===== src/irc_pkg.sv =====
// constants and carrier types for the inverter remote command station
package irc_pkg;

  // ****************************************
  // instruction codes (low byte of the code word)
  // ****************************************
  localparam logic [7:0] IRC_CODE_MODE_WR = 8'hFB; // operation mode write
  localparam logic [7:0] IRC_CODE_MODE_RD = 8'h7B; // operation mode read
  localparam logic [7:0] IRC_CODE_RESET = 8'hFD; // inverter reset
  localparam logic [7:0] IRC_CODE_ACCEL_RD = 8'h07; // acceleration time read
  localparam logic [7:0] IRC_CODE_ACCEL_WR = 8'h87; // acceleration time write
  localparam logic [7:0] IRC_CODE_FAULT_RD = 8'h74; // fault history 1 and 2
  localparam logic [7:0] IRC_CODE_PAGE_RD = 8'h7F; // extended page read
  localparam logic [7:0] IRC_CODE_PAGE_WR = 8'hFF; // extended page write
  localparam logic [7:0] IRC_PAGE_BASE = 8'h00; // page of parameters below 100

  // ****************************************
  // data patterns, monitor codes, reply codes
  // ****************************************
  localparam logic [15:0] IRC_DATA_NET = 16'h0000; // network operation
  localparam logic [15:0] IRC_DATA_EXT = 16'h0001; // external operation
  localparam logic [15:0] IRC_DATA_RESET = 16'h9696; // reset pattern
  localparam logic [15:0] IRC_MON_OUT_FREQ = 16'h0001; // output frequency, 0.01 Hz
  localparam logic [15:0] IRC_REPLY_OK = 16'h0000; // executed
  localparam logic [15:0] IRC_REPLY_BAD_CODE = 16'h0001; // unknown code
  localparam logic [15:0] IRC_REPLY_BAD_DATA = 16'h0002; // data out of range
  localparam logic [15:0] IRC_REPLY_BAD_MODE = 16'h0003; // refused in this mode

  // ****************************************
  // reset values and limits
  // ****************************************
  localparam logic [15:0] IRC_ACCEL_RST = 16'h0032; // 5.0 s in 0.1 s units
  localparam logic [15:0] IRC_ACCEL_MAX = 16'h0BB8; // 300.0 s in 0.1 s units
  localparam logic [15:0] IRC_FREQ_RST = 16'h0000; // 0.00 Hz
  localparam logic [15:0] IRC_ZERO16 = 16'h0000; // cleared word
  localparam logic [7:0] IRC_ZERO8 = 8'h00; // cleared byte

  // ****************************************
  // remote bit positions and mapping widths
  // ****************************************
  localparam int IRC_BIT_FREQ_RAM = 13; // frequency command / done, RAM
  localparam int IRC_BIT_FREQ_EEP = 14; // frequency command / done, EEPROM
  localparam int IRC_BIT_EXEC = 15; // instruction request / done
  localparam int IRC_NFUNC = 8; // mapped functions each way
  localparam int IRC_SELW = 3; // width of one mapping selector

  // ****************************************
  // carrier types
  // ****************************************
  typedef struct packed {
    logic [15:0] monitor_code; // monitor selection
    logic [15:0] freq_data_word; // set frequency, 0.01 Hz
    logic [15:0] instr_code; // instruction code
    logic [15:0] instr_data; // instruction write data
  } irc_mwr_t;

  typedef struct packed {
    logic [15:0] monitor_value; // selected monitor
    logic [15:0] reply_code; // result of last instruction
    logic [15:0] read_data; // instruction read data
  } irc_mrr_t;

  typedef enum logic {IRC_IDLE, IRC_EXEC} irc_state_t;

endpackage : irc_pkg


===== src/irc_station.sv =====
// remote command station: instruction, frequency, reset and bit mapping logic
`timescale 1ns/1ps
`default_nettype none
// Operation
// [RL1] mode write code, zero data selects network
// [RL2] reply code placed after every instruction
// [RL3] output frequency monitor in 0.01 Hz
// [RL4] accel time read returns current value
// [RL5] accel time write stores 0.1 s units
// [RL6] master sets page before high parameters
// [RL7] frequency word taken in 0.01 Hz
// [RL8] master waits done and zero reply
// [RL9] RAM and EEPROM commands, own done flags
// [RL10] one EEPROM write per command turn-on
// [RL11] frequency changes ignored while EEPROM command on
// [RL12] fault read returns records one and two
// [RL13] remote bits mapped to input functions, configurable
// [RL14] status bits mapped from output functions, configurable
// [RL15] reset request bit only honoured at fault
// [RL16] reset code needs network or startup mode
// [RL17] one execution per request rising edge
module irc_station
  import irc_pkg::*;
(
  input wire logic core_clk,
  input wire logic rst,
  input wire logic [15:0] remote_out_bits,
  input wire logic fault_reset_request_bit,
  input wire irc_mwr_t master_write_registers,
  input wire logic [15:0] output_freq,
  input wire logic fault_present,
  input wire logic [7:0] fault_rec1,
  input wire logic [7:0] fault_rec2,
  input wire logic [15:0] startup_mode_param,
  input wire logic [7:0] status_src,
  input wire logic [23:0] in_func_sel,
  input wire logic [7:0] in_func_net_en,
  input wire logic [23:0] out_func_sel,
  output irc_mrr_t master_read_registers,
  output logic [15:0] remote_in_bits,
  output logic [7:0] input_functions,
  output logic net_mode,
  output logic [7:0] ext_page,
  output logic [15:0] accel_time_param,
  output logic [15:0] set_freq,
  output logic eeprom_write,
  output logic [15:0] eeprom_data,
  output logic inverter_reset
);

  // ****************************************
  // state
  // ****************************************
  irc_state_t state; // instruction sequencer
  irc_state_t next_state;
  logic exec_prev; // last sample of the request bit
  logic ram_prev; // last sample of the RAM command
  logic eep_prev; // last sample of the EEPROM command
  logic frst_prev; // last sample of the reset request bit
  logic [15:0] lat_code; // code caught at request edge
  logic [15:0] lat_data; // data caught at request edge
  logic [15:0] next_lat_code;
  logic [15:0] next_lat_data;
  irc_mrr_t next_mrr;
  logic [15:0] next_remote_in;
  logic [7:0] next_in_func;
  logic next_net_mode;
  logic [7:0] next_page;
  logic [15:0] next_accel;
  logic [15:0] next_freq;
  logic next_eeprom_write;
  logic [15:0] next_eeprom_data;
  logic next_inv_reset;
  logic next_done_exec;
  logic done_exec; // instruction done, held while request on
  logic next_done_ram;
  logic done_ram; // RAM frequency done
  logic next_done_eep;
  logic done_eep; // EEPROM frequency done
  logic [7:0] func_raw; // mapped input functions, combinational
  logic [7:0] stat_raw; // mapped status bits, combinational

  // request edges; all inputs come from link logic on core_clk
  logic exec_rise;
  logic ram_rise;
  logic eep_rise;
  logic frst_rise;
  assign exec_rise = remote_out_bits[IRC_BIT_EXEC] & ~exec_prev;
  assign ram_rise = remote_out_bits[IRC_BIT_FREQ_RAM] & ~ram_prev;
  assign eep_rise = remote_out_bits[IRC_BIT_FREQ_EEP] & ~eep_prev;
  assign frst_rise = fault_reset_request_bit & ~frst_prev;

  // ****************************************
  // function mapping, one slice per function
  // ****************************************
  genvar gf;
  generate
    for (gf = 0; gf < IRC_NFUNC; gf++)
    begin : g_map
      // input function gf: any remote bit steered to it, if net may drive it
      always_comb
      begin
        func_raw[gf] = 1'b0;
        for (int i = 0; i < IRC_NFUNC; i++)
        begin
          if (in_func_sel[i*IRC_SELW +: IRC_SELW] == IRC_SELW'(gf))
          begin
            func_raw[gf] = func_raw[gf] | remote_out_bits[i]; // RL13
          end
        end
        func_raw[gf] = func_raw[gf] & in_func_net_en[gf]; // RL13
      end
      // status bit gf: picks one output function source
      assign stat_raw[gf] = status_src[out_func_sel[gf*IRC_SELW +: IRC_SELW]]; // RL14
    end
  endgenerate

  // ****************************************
  // next-state computation
  // ****************************************
  // instruction sequencer, frequency handshakes, reset and mapping outputs
  always_comb
  begin
    next_state = state;
    next_lat_code = lat_code;
    next_lat_data = lat_data;
    next_mrr = master_read_registers;
    next_net_mode = net_mode;
    next_page = ext_page;
    next_accel = accel_time_param;
    next_freq = set_freq;
    next_eeprom_write = 1'b0;
    next_eeprom_data = eeprom_data;
    next_inv_reset = 1'b0;
    next_done_exec = done_exec & remote_out_bits[IRC_BIT_EXEC];
    next_done_ram = done_ram & remote_out_bits[IRC_BIT_FREQ_RAM];
    next_done_eep = done_eep & remote_out_bits[IRC_BIT_FREQ_EEP];
    next_in_func = func_raw;
    // monitor follows the selected code every cycle
    if (master_write_registers.monitor_code == IRC_MON_OUT_FREQ)
    begin
      next_mrr.monitor_value = output_freq; // RL3
    end
    else
    begin
      next_mrr.monitor_value = IRC_ZERO16; // unsupported monitor reads zero
    end
    unique case (state)
      IRC_IDLE:
      begin
        // catch code and data at the edge only, so a held bit runs once
        if (exec_rise)
        begin
          next_lat_code = master_write_registers.instr_code; // RL17
          next_lat_data = master_write_registers.instr_data; // RL17
          next_state = IRC_EXEC; // RL17
        end
      end
      IRC_EXEC:
      begin
        next_state = IRC_IDLE;
        next_done_exec = remote_out_bits[IRC_BIT_EXEC];
        next_mrr.reply_code = IRC_REPLY_OK; // RL2
        if (lat_code[15:8] != IRC_ZERO8)
        begin
          next_mrr.reply_code = IRC_REPLY_BAD_CODE; // RL2
        end
        else
        begin
          unique case (lat_code[7:0])
            IRC_CODE_MODE_WR:
            begin
              if (lat_data == IRC_DATA_NET)
              begin
                next_net_mode = 1'b1; // RL1
              end
              else if (lat_data == IRC_DATA_EXT)
              begin
                next_net_mode = 1'b0;
              end
              else
              begin
                next_mrr.reply_code = IRC_REPLY_BAD_DATA;
              end
            end
            IRC_CODE_MODE_RD:
            begin
              next_mrr.read_data = net_mode ? IRC_DATA_NET : IRC_DATA_EXT;
            end
            IRC_CODE_RESET:
            begin
              // refused unless network mode or a non-zero startup mode
              if (lat_data != IRC_DATA_RESET)
              begin
                next_mrr.reply_code = IRC_REPLY_BAD_DATA;
              end
              else if (net_mode || (startup_mode_param != IRC_ZERO16))
              begin
                next_inv_reset = 1'b1; // RL16
              end
              else
              begin
                next_mrr.reply_code = IRC_REPLY_BAD_MODE; // RL16
              end
            end
            IRC_CODE_ACCEL_RD:
            begin
              // parameter codes are relative to the page; only base page lives here
              if (ext_page == IRC_PAGE_BASE)
              begin
                next_mrr.read_data = accel_time_param; // RL4
              end
              else
              begin
                next_mrr.reply_code = IRC_REPLY_BAD_CODE; // RL6
              end
            end
            IRC_CODE_ACCEL_WR:
            begin
              if (ext_page != IRC_PAGE_BASE)
              begin
                next_mrr.reply_code = IRC_REPLY_BAD_CODE; // RL6
              end
              else if (lat_data > IRC_ACCEL_MAX)
              begin
                next_mrr.reply_code = IRC_REPLY_BAD_DATA;
              end
              else
              begin
                next_accel = lat_data; // RL5
              end
            end
            IRC_CODE_FAULT_RD:
            begin
              next_mrr.read_data = {fault_rec2, fault_rec1}; // RL12
            end
            IRC_CODE_PAGE_RD:
            begin
              next_mrr.read_data = {IRC_ZERO8, ext_page};
            end
            IRC_CODE_PAGE_WR:
            begin
              if (lat_data[15:8] != IRC_ZERO8)
              begin
                next_mrr.reply_code = IRC_REPLY_BAD_DATA;
              end
              else
              begin
                next_page = lat_data[7:0]; // RL6
              end
            end
            default:
            begin
              next_mrr.reply_code = IRC_REPLY_BAD_CODE; // RL2
            end
          endcase
        end
      end
    endcase

    // RAM command: word taken at turn-on, done held while command on
    if (ram_rise)
    begin
      next_freq = master_write_registers.freq_data_word; // RL7
      next_done_ram = 1'b1; // RL9
    end
    // EEPROM command: one write at turn-on, later word changes ignored
    if (eep_rise)
    begin
      next_freq = master_write_registers.freq_data_word; // RL11
      next_eeprom_data = master_write_registers.freq_data_word; // RL10
      next_eeprom_write = 1'b1; // RL10
      next_done_eep = 1'b1; // RL9
    end
    // dedicated reset bit: edge honoured only with a fault present
    if (frst_rise && fault_present)
    begin
      next_inv_reset = 1'b1; // RL15
    end

    next_remote_in = {next_done_exec, next_done_eep, next_done_ram, 5'h00, stat_raw}; // RL14
  end

  // ****************************************
  // registers
  // ****************************************
  // registers only; reset is synchronous
  always_ff @(posedge core_clk)
  begin
    if (rst)
    begin
      state <= IRC_IDLE;
      exec_prev <= 1'b0;
      ram_prev <= 1'b0;
      eep_prev <= 1'b0;
      frst_prev <= 1'b0;
      lat_code <= IRC_ZERO16;
      lat_data <= IRC_ZERO16;
      master_read_registers <= '0;
      remote_in_bits <= IRC_ZERO16;
      input_functions <= IRC_ZERO8;
      net_mode <= 1'b0;
      ext_page <= IRC_PAGE_BASE;
      accel_time_param <= IRC_ACCEL_RST;
      set_freq <= IRC_FREQ_RST;
      eeprom_write <= 1'b0;
      eeprom_data <= IRC_ZERO16;
      inverter_reset <= 1'b0;
      done_exec <= 1'b0;
      done_ram <= 1'b0;
      done_eep <= 1'b0;
    end
    else
    begin
      state <= next_state;
      exec_prev <= remote_out_bits[IRC_BIT_EXEC];
      ram_prev <= remote_out_bits[IRC_BIT_FREQ_RAM];
      eep_prev <= remote_out_bits[IRC_BIT_FREQ_EEP];
      frst_prev <= fault_reset_request_bit;
      lat_code <= next_lat_code;
      lat_data <= next_lat_data;
      master_read_registers <= next_mrr;
      remote_in_bits <= next_remote_in;
      input_functions <= next_in_func;
      net_mode <= next_net_mode;
      ext_page <= next_page;
      accel_time_param <= next_accel;
      set_freq <= next_freq;
      eeprom_write <= next_eeprom_write;
      eeprom_data <= next_eeprom_data;
      inverter_reset <= next_inv_reset;
      done_exec <= next_done_exec;
      done_ram <= next_done_ram;
      done_eep <= next_done_eep;
    end
  end

endmodule : irc_station
`default_nettype wire


===== config.mk =====
export PLATFORM = sky130hd
export DESIGN_NAME = irc_station
export DESIGN_NICKNAME = d
export VERILOG_FILES = /design/src/irc_pkg.sv /design/src/irc_station.sv
export SDC_FILE = /design/constraint.sdc
export NUM_CORES = 1
export LEC_CHECK = 0
export ABC_AREA = 1
export BUFFER_PORTS_ARGS = -buffer_cell sky130_fd_sc_hd__clkbuf_2
export CAP_MARGIN = 30
export CORE_ASPECT_RATIO = 1.75
export CORE_MARGIN = 3
export CORE_UTILIZATION = 34
export DETAILED_ROUTE_END_ITERATION = 10
export SYNTH_ARGS = -nofsm -noshare
export SYNTH_HDL_FRONTEND = slang
export SYNTH_SLANG_ARGS = --single-unit

===== constraint.sdc =====
create_clock -name core_clk -period 1.5 [get_ports core_clk]
set_clock_uncertainty 0.1 [all_clocks]
set_input_delay 0.15 -clock core_clk [delete_from_list [all_inputs] [get_ports core_clk]]
set_output_delay 0.15 -clock core_clk [all_outputs]
set_load 0.01 [all_outputs]

==> summary.md <==
| Metric | Value |
|---|---|
| Slowest CP cell | dfxtp_2 |
| Cell count of the worst reg-to-reg path | 8 |
| Worst path arrival time | 1.80 ns |
| Clk root buf | clkbuf_16 |
| Clk_lat worst skew | 0.42 ns |
| Yosys top cell by area | dfxtp_1 |
| Vias in the first global route | 8397 |
| Layout cells sized above 1 | 0.356 |
| Main area contributors after synthesis | dfxtp_1, nor2_1, nand2_1, o21ai_0, inv_1 |
| Slowest cell delay on critical path | around 0.32 ns |
| Share of the yosys chip area belonging to registers | 0.423 |
| Post-synth EDFFs | 0 |
| RR Startpoint | lat_code[11]$_SDFFE_PP0P_ |
| Worst-path clk slew | 0.06 ns |
| Buffers plus inverters on the worst setup path | 2 |
| Fin util | 0.561 |
| Switching portion of total power | 0.270 |
| Final setup viols | 41 |
| Boundary pin count | 327 |
| Gr ovfl total | 0 |
| Clock power share | 0.421 |
| Detailed placer's ending HPWL | 18100 um |
| Critical Path, Cell by Cell | nor2_2, nand2_2, nor3_4, buf_6, nand3_4, clkbuf_16, nand2_1, o211ai_1 |
| Maximum clock rate | around 630 MHz |
| Ys flop type | dfxtp_1 |
| Sw power | roughly 2.8 mW |
| Post-Route WL | 24400 um |
| Global-route wire length before repair | 38400 um |
| Sequential share of power | 0.411 |
| Initial core utilization | 0.346 |
| Rows | a little under 70 |
| Drt pass-1 iters | 5 |
| Gpl congestion | 0.899 |
| Longest Clk Path Bufs | 2 |
| Final critical-path setup slack | -0.0971 ns |
| Yosys Warn Count | 0 |
| Die area | roughly 23000 um^2 |
| Post-route DRC | 0 |
| RSZ-0062 raised after global routing | yes |
| Worst Path Required | between 1.5 and 2 ns |
| Dpl cell area | between 9000 and 10000 um^2 |
| Delay-heaviest family, CP | simple AND/OR/NAND/NOR gates |
| Clk sinks | about 150 |
| Average cell area after synthesis | between 6 and 7 um^2 |
| Max cap viols | 0 |
| Seq cells post-synth | ~150 |
| Pwr/cell area | approximately 900 nW/um^2 |
| Combinational share of power | 0.168 |
| Chip width | between 100 and 150 um |
| Crit start category | register |
| Fin. Hold Viols | 0 |
| Violated checks | negative setup slack |
| Count of cell types in the netlist | 44 |
| Antenna violations before repair | 0 |
| Routed vias | between 8000 and 9000 |
| Antenna diode count | 0 |
| Area delta synth->final | 62.1% |
| R2r setup slk | -0.1 ns |
| CORE AREA | 20400 um^2 |
| Setup WS pre-CTS | -0.182 ns |
| CTS tree | built |
| CP Capture Type | register |
| Synth Instances | 1036 |
| Post-synth top area share | 0.423 |
| Setup CP Type | reg -> reg |
| P_leak | roughly 5.6 nW |
| Largest net degree at the start of global routing | 43 |
| Chip Height | 197 um |
| CTS buffer count | 17 |
| Synth cell count leaders | nor2_1, nand2_1, dfxtp_1 |
| Post-synthesis cell area | ~7100 um^2 |
| Hold EP | input_functions[5]$_SDFF_PP0_ |
| Maximum vdd ir drop | approximately 750 uV |
| Hold Path Stages | 3 |
| Overall power | between 10 and 15 mW |
| Reg2reg end | accel_time_param[1]$_SDFFE_PP1P_ |
| Worst-path maximum fanout | 11 |
| Worst Hold Class | in -> reg |
| 1st-iter DRT viols | about 390 |
| Asr flop ratio synth | 0 |
| Nets | ~1700 |
| Fin area | around 11000 um^2 |
| Vias/cell | about 4.8 |
| Int Power | roughly 7.6 mW |
| Filler cells | just under 2000 |
| IO Port Bufs | approximately 300 |
| ANT nets after route | 0 |
| WL/cell | around 14 um |
| Most numerous cell in the Yosys netlist | nor2_1 |
| Global-route usage over all layers | 0.208 |
| Final period util | 1.06 |
| Final min period | between 1.5 and 2 ns |
| # H-tree levels | 4 |
| Final Max Tran Viols | 0 |
| Min-delay src | in_func_sel[6] |
| Status | complete, but fails checks |
-- power groups by stage --
| stage | logic, mW | clock network [mW] | registers (mW) |
|---|---|---|---|
| 2_1_floorplan | 0.648 | 0 | 4.36 |
| 3_3_place_gp | 1.40 | 0 | 4.32 |
| 3_5_place_dp | 1.41 | 0 | 4.33 |
| 4_1_cts | 1.66 | 4.49 | 4.24 |
| 5_1_grt | 1.92 | 4.63 | 4.27 |
| 6_report | 1.74 | 4.36 | 4.25 |
-- cells in the final DEF (no fill, tap or decap), types with 5 or more instances in the layout --
cell / instances
a21oi_1: 59
a21oi_2: 5
a311oi_1: 8
buf_12: 7
buf_4: 77
buf_6: 9
clkbuf_16: 19
clkbuf_2: 302
clkinvlp_4: 5
conb_1: 19
dfxtp_1: 131
dfxtp_2: 16
dlygate4sd3_1: 103
inv_1: 99
inv_2: 12
nand2_1: 147
nand2_2: 24
nand2_4: 6
nand3_1: 30
nand4_1: 10
nor2_1: 206
nor2_2: 23
nor2_4: 10
nor4_1: 5
o211ai_1: 12
o21ai_0: 97
o21ai_1: 12
o22ai_1: 14
-- sequential cells by signal (all words and copies together), names as in the netlist --
name                   count
master_read_registers     34
accel_time_param          16
eeprom_data               16
lat_code                  16
lat_data                  16
set_freq                  16
remote_in_bits            11
ext_page                   8
input_functions            8
eep_prev                   1
eeprom_write               1
exec_prev                  1
frst_prev                  1
inverter_reset             1
net_mode                   1
ram_prev                   1
state                      1
-- tightest hold or removal path: stages --
cell	delay (ns)
clkbuf_2	0.13
nand4_1	0.10
a41oi_1	0.11
-- final cells by class --
| cell class | count | area (um^2) | share of cell area |
|---|---|---|---|
| Clock inverter | 12 | 145 | 0.0127 |
| Clock buffer | 20 | 457 | 0.0399 |
| Timing Repair Buffer | 500 | 3410 | 0.298 |
| Tap cell | 248 | 310 | 0.0271 |
| Multi-Input combinational cell | 734 | 3660 | 0.320 |
| Sequential cell | 149 | 3010 | 0.263 |
| Inverter | 114 | 444 | 0.0388 |
-- metrics by stage --
stage | cells | TNS (ns) | hold slack, ns
final | 1777 | -2.08 | 0.0268
after global routing | 1777 | -6.46 | 0.0421
after CTS | 1771 | -1.45 | 0.0144
after detailed placement | 1632 | -3.36 | 0.251
after global placement | 1632 | -2.24 | 0.247
after floorplan | 1054 | -0.289 | 0.158
-- layer usage --
layer  share of wire  vias up  GRT usage
met5               0        -          0
met2            0.55      302      0.395
li1                -     4313          -
met1            0.37     3816      0.214
met3           0.052       49     0.0424
met4           0.030        0     0.0901
-- what timing repair did --
item,4_1_cts,5_1_grt
gates resized for setup,57,73
hold endpoints to repair,112,0
cloned,0,2
setup endpoints to repair,42,61
buffers inserted,4,4
hold buffers,103,0
pin swaps,11,18
-- logic make-up (layout without fill, tap and decap cells) --
family,count (synthesis),in the layout,share of synthesized area
other cells,1,19,0.000531
simple gates,483,483,0.284
compound gates,232,232,0.185
buf+inv,171,646,0.108
flops,149,149,0.423
-- worst max-delay path by stage --
| stage | from | to | slack, ns | cells after the start |
|---|---|---|---|---|
| detailed placement | lat_code[2]$_SDFFE_PP0P_ | master_read_registers[5]$_SDFFE_PP0P_ | -0.18 | 10 |
| global route | lat_code[10]$_SDFFE_PP0P_ | master_read_registers[7]$_SDFFE_PP0P_ | -0.20 | 10 |
| global placement | lat_code[1]$_SDFFE_PP0P_ | master_read_registers[5]$_SDFFE_PP0P_ | -0.13 | 10 |
| CTS | lat_code[11]$_SDFFE_PP0P_ | master_read_registers[13]$_SDFFE_PP0P_ | -0.07 | 10 |
| finish | lat_code[11]$_SDFFE_PP0P_ | accel_time_param[1]$_SDFFE_PP1P_ | -0.1 | 8 |
| floorplan | lat_code[10]$_SDFFE_PP0P_ | master_read_registers[4]$_SDFFE_PP0P_ | -0.05 | 11 |
No activity file was read; power rests on OpenSTA's default activity.
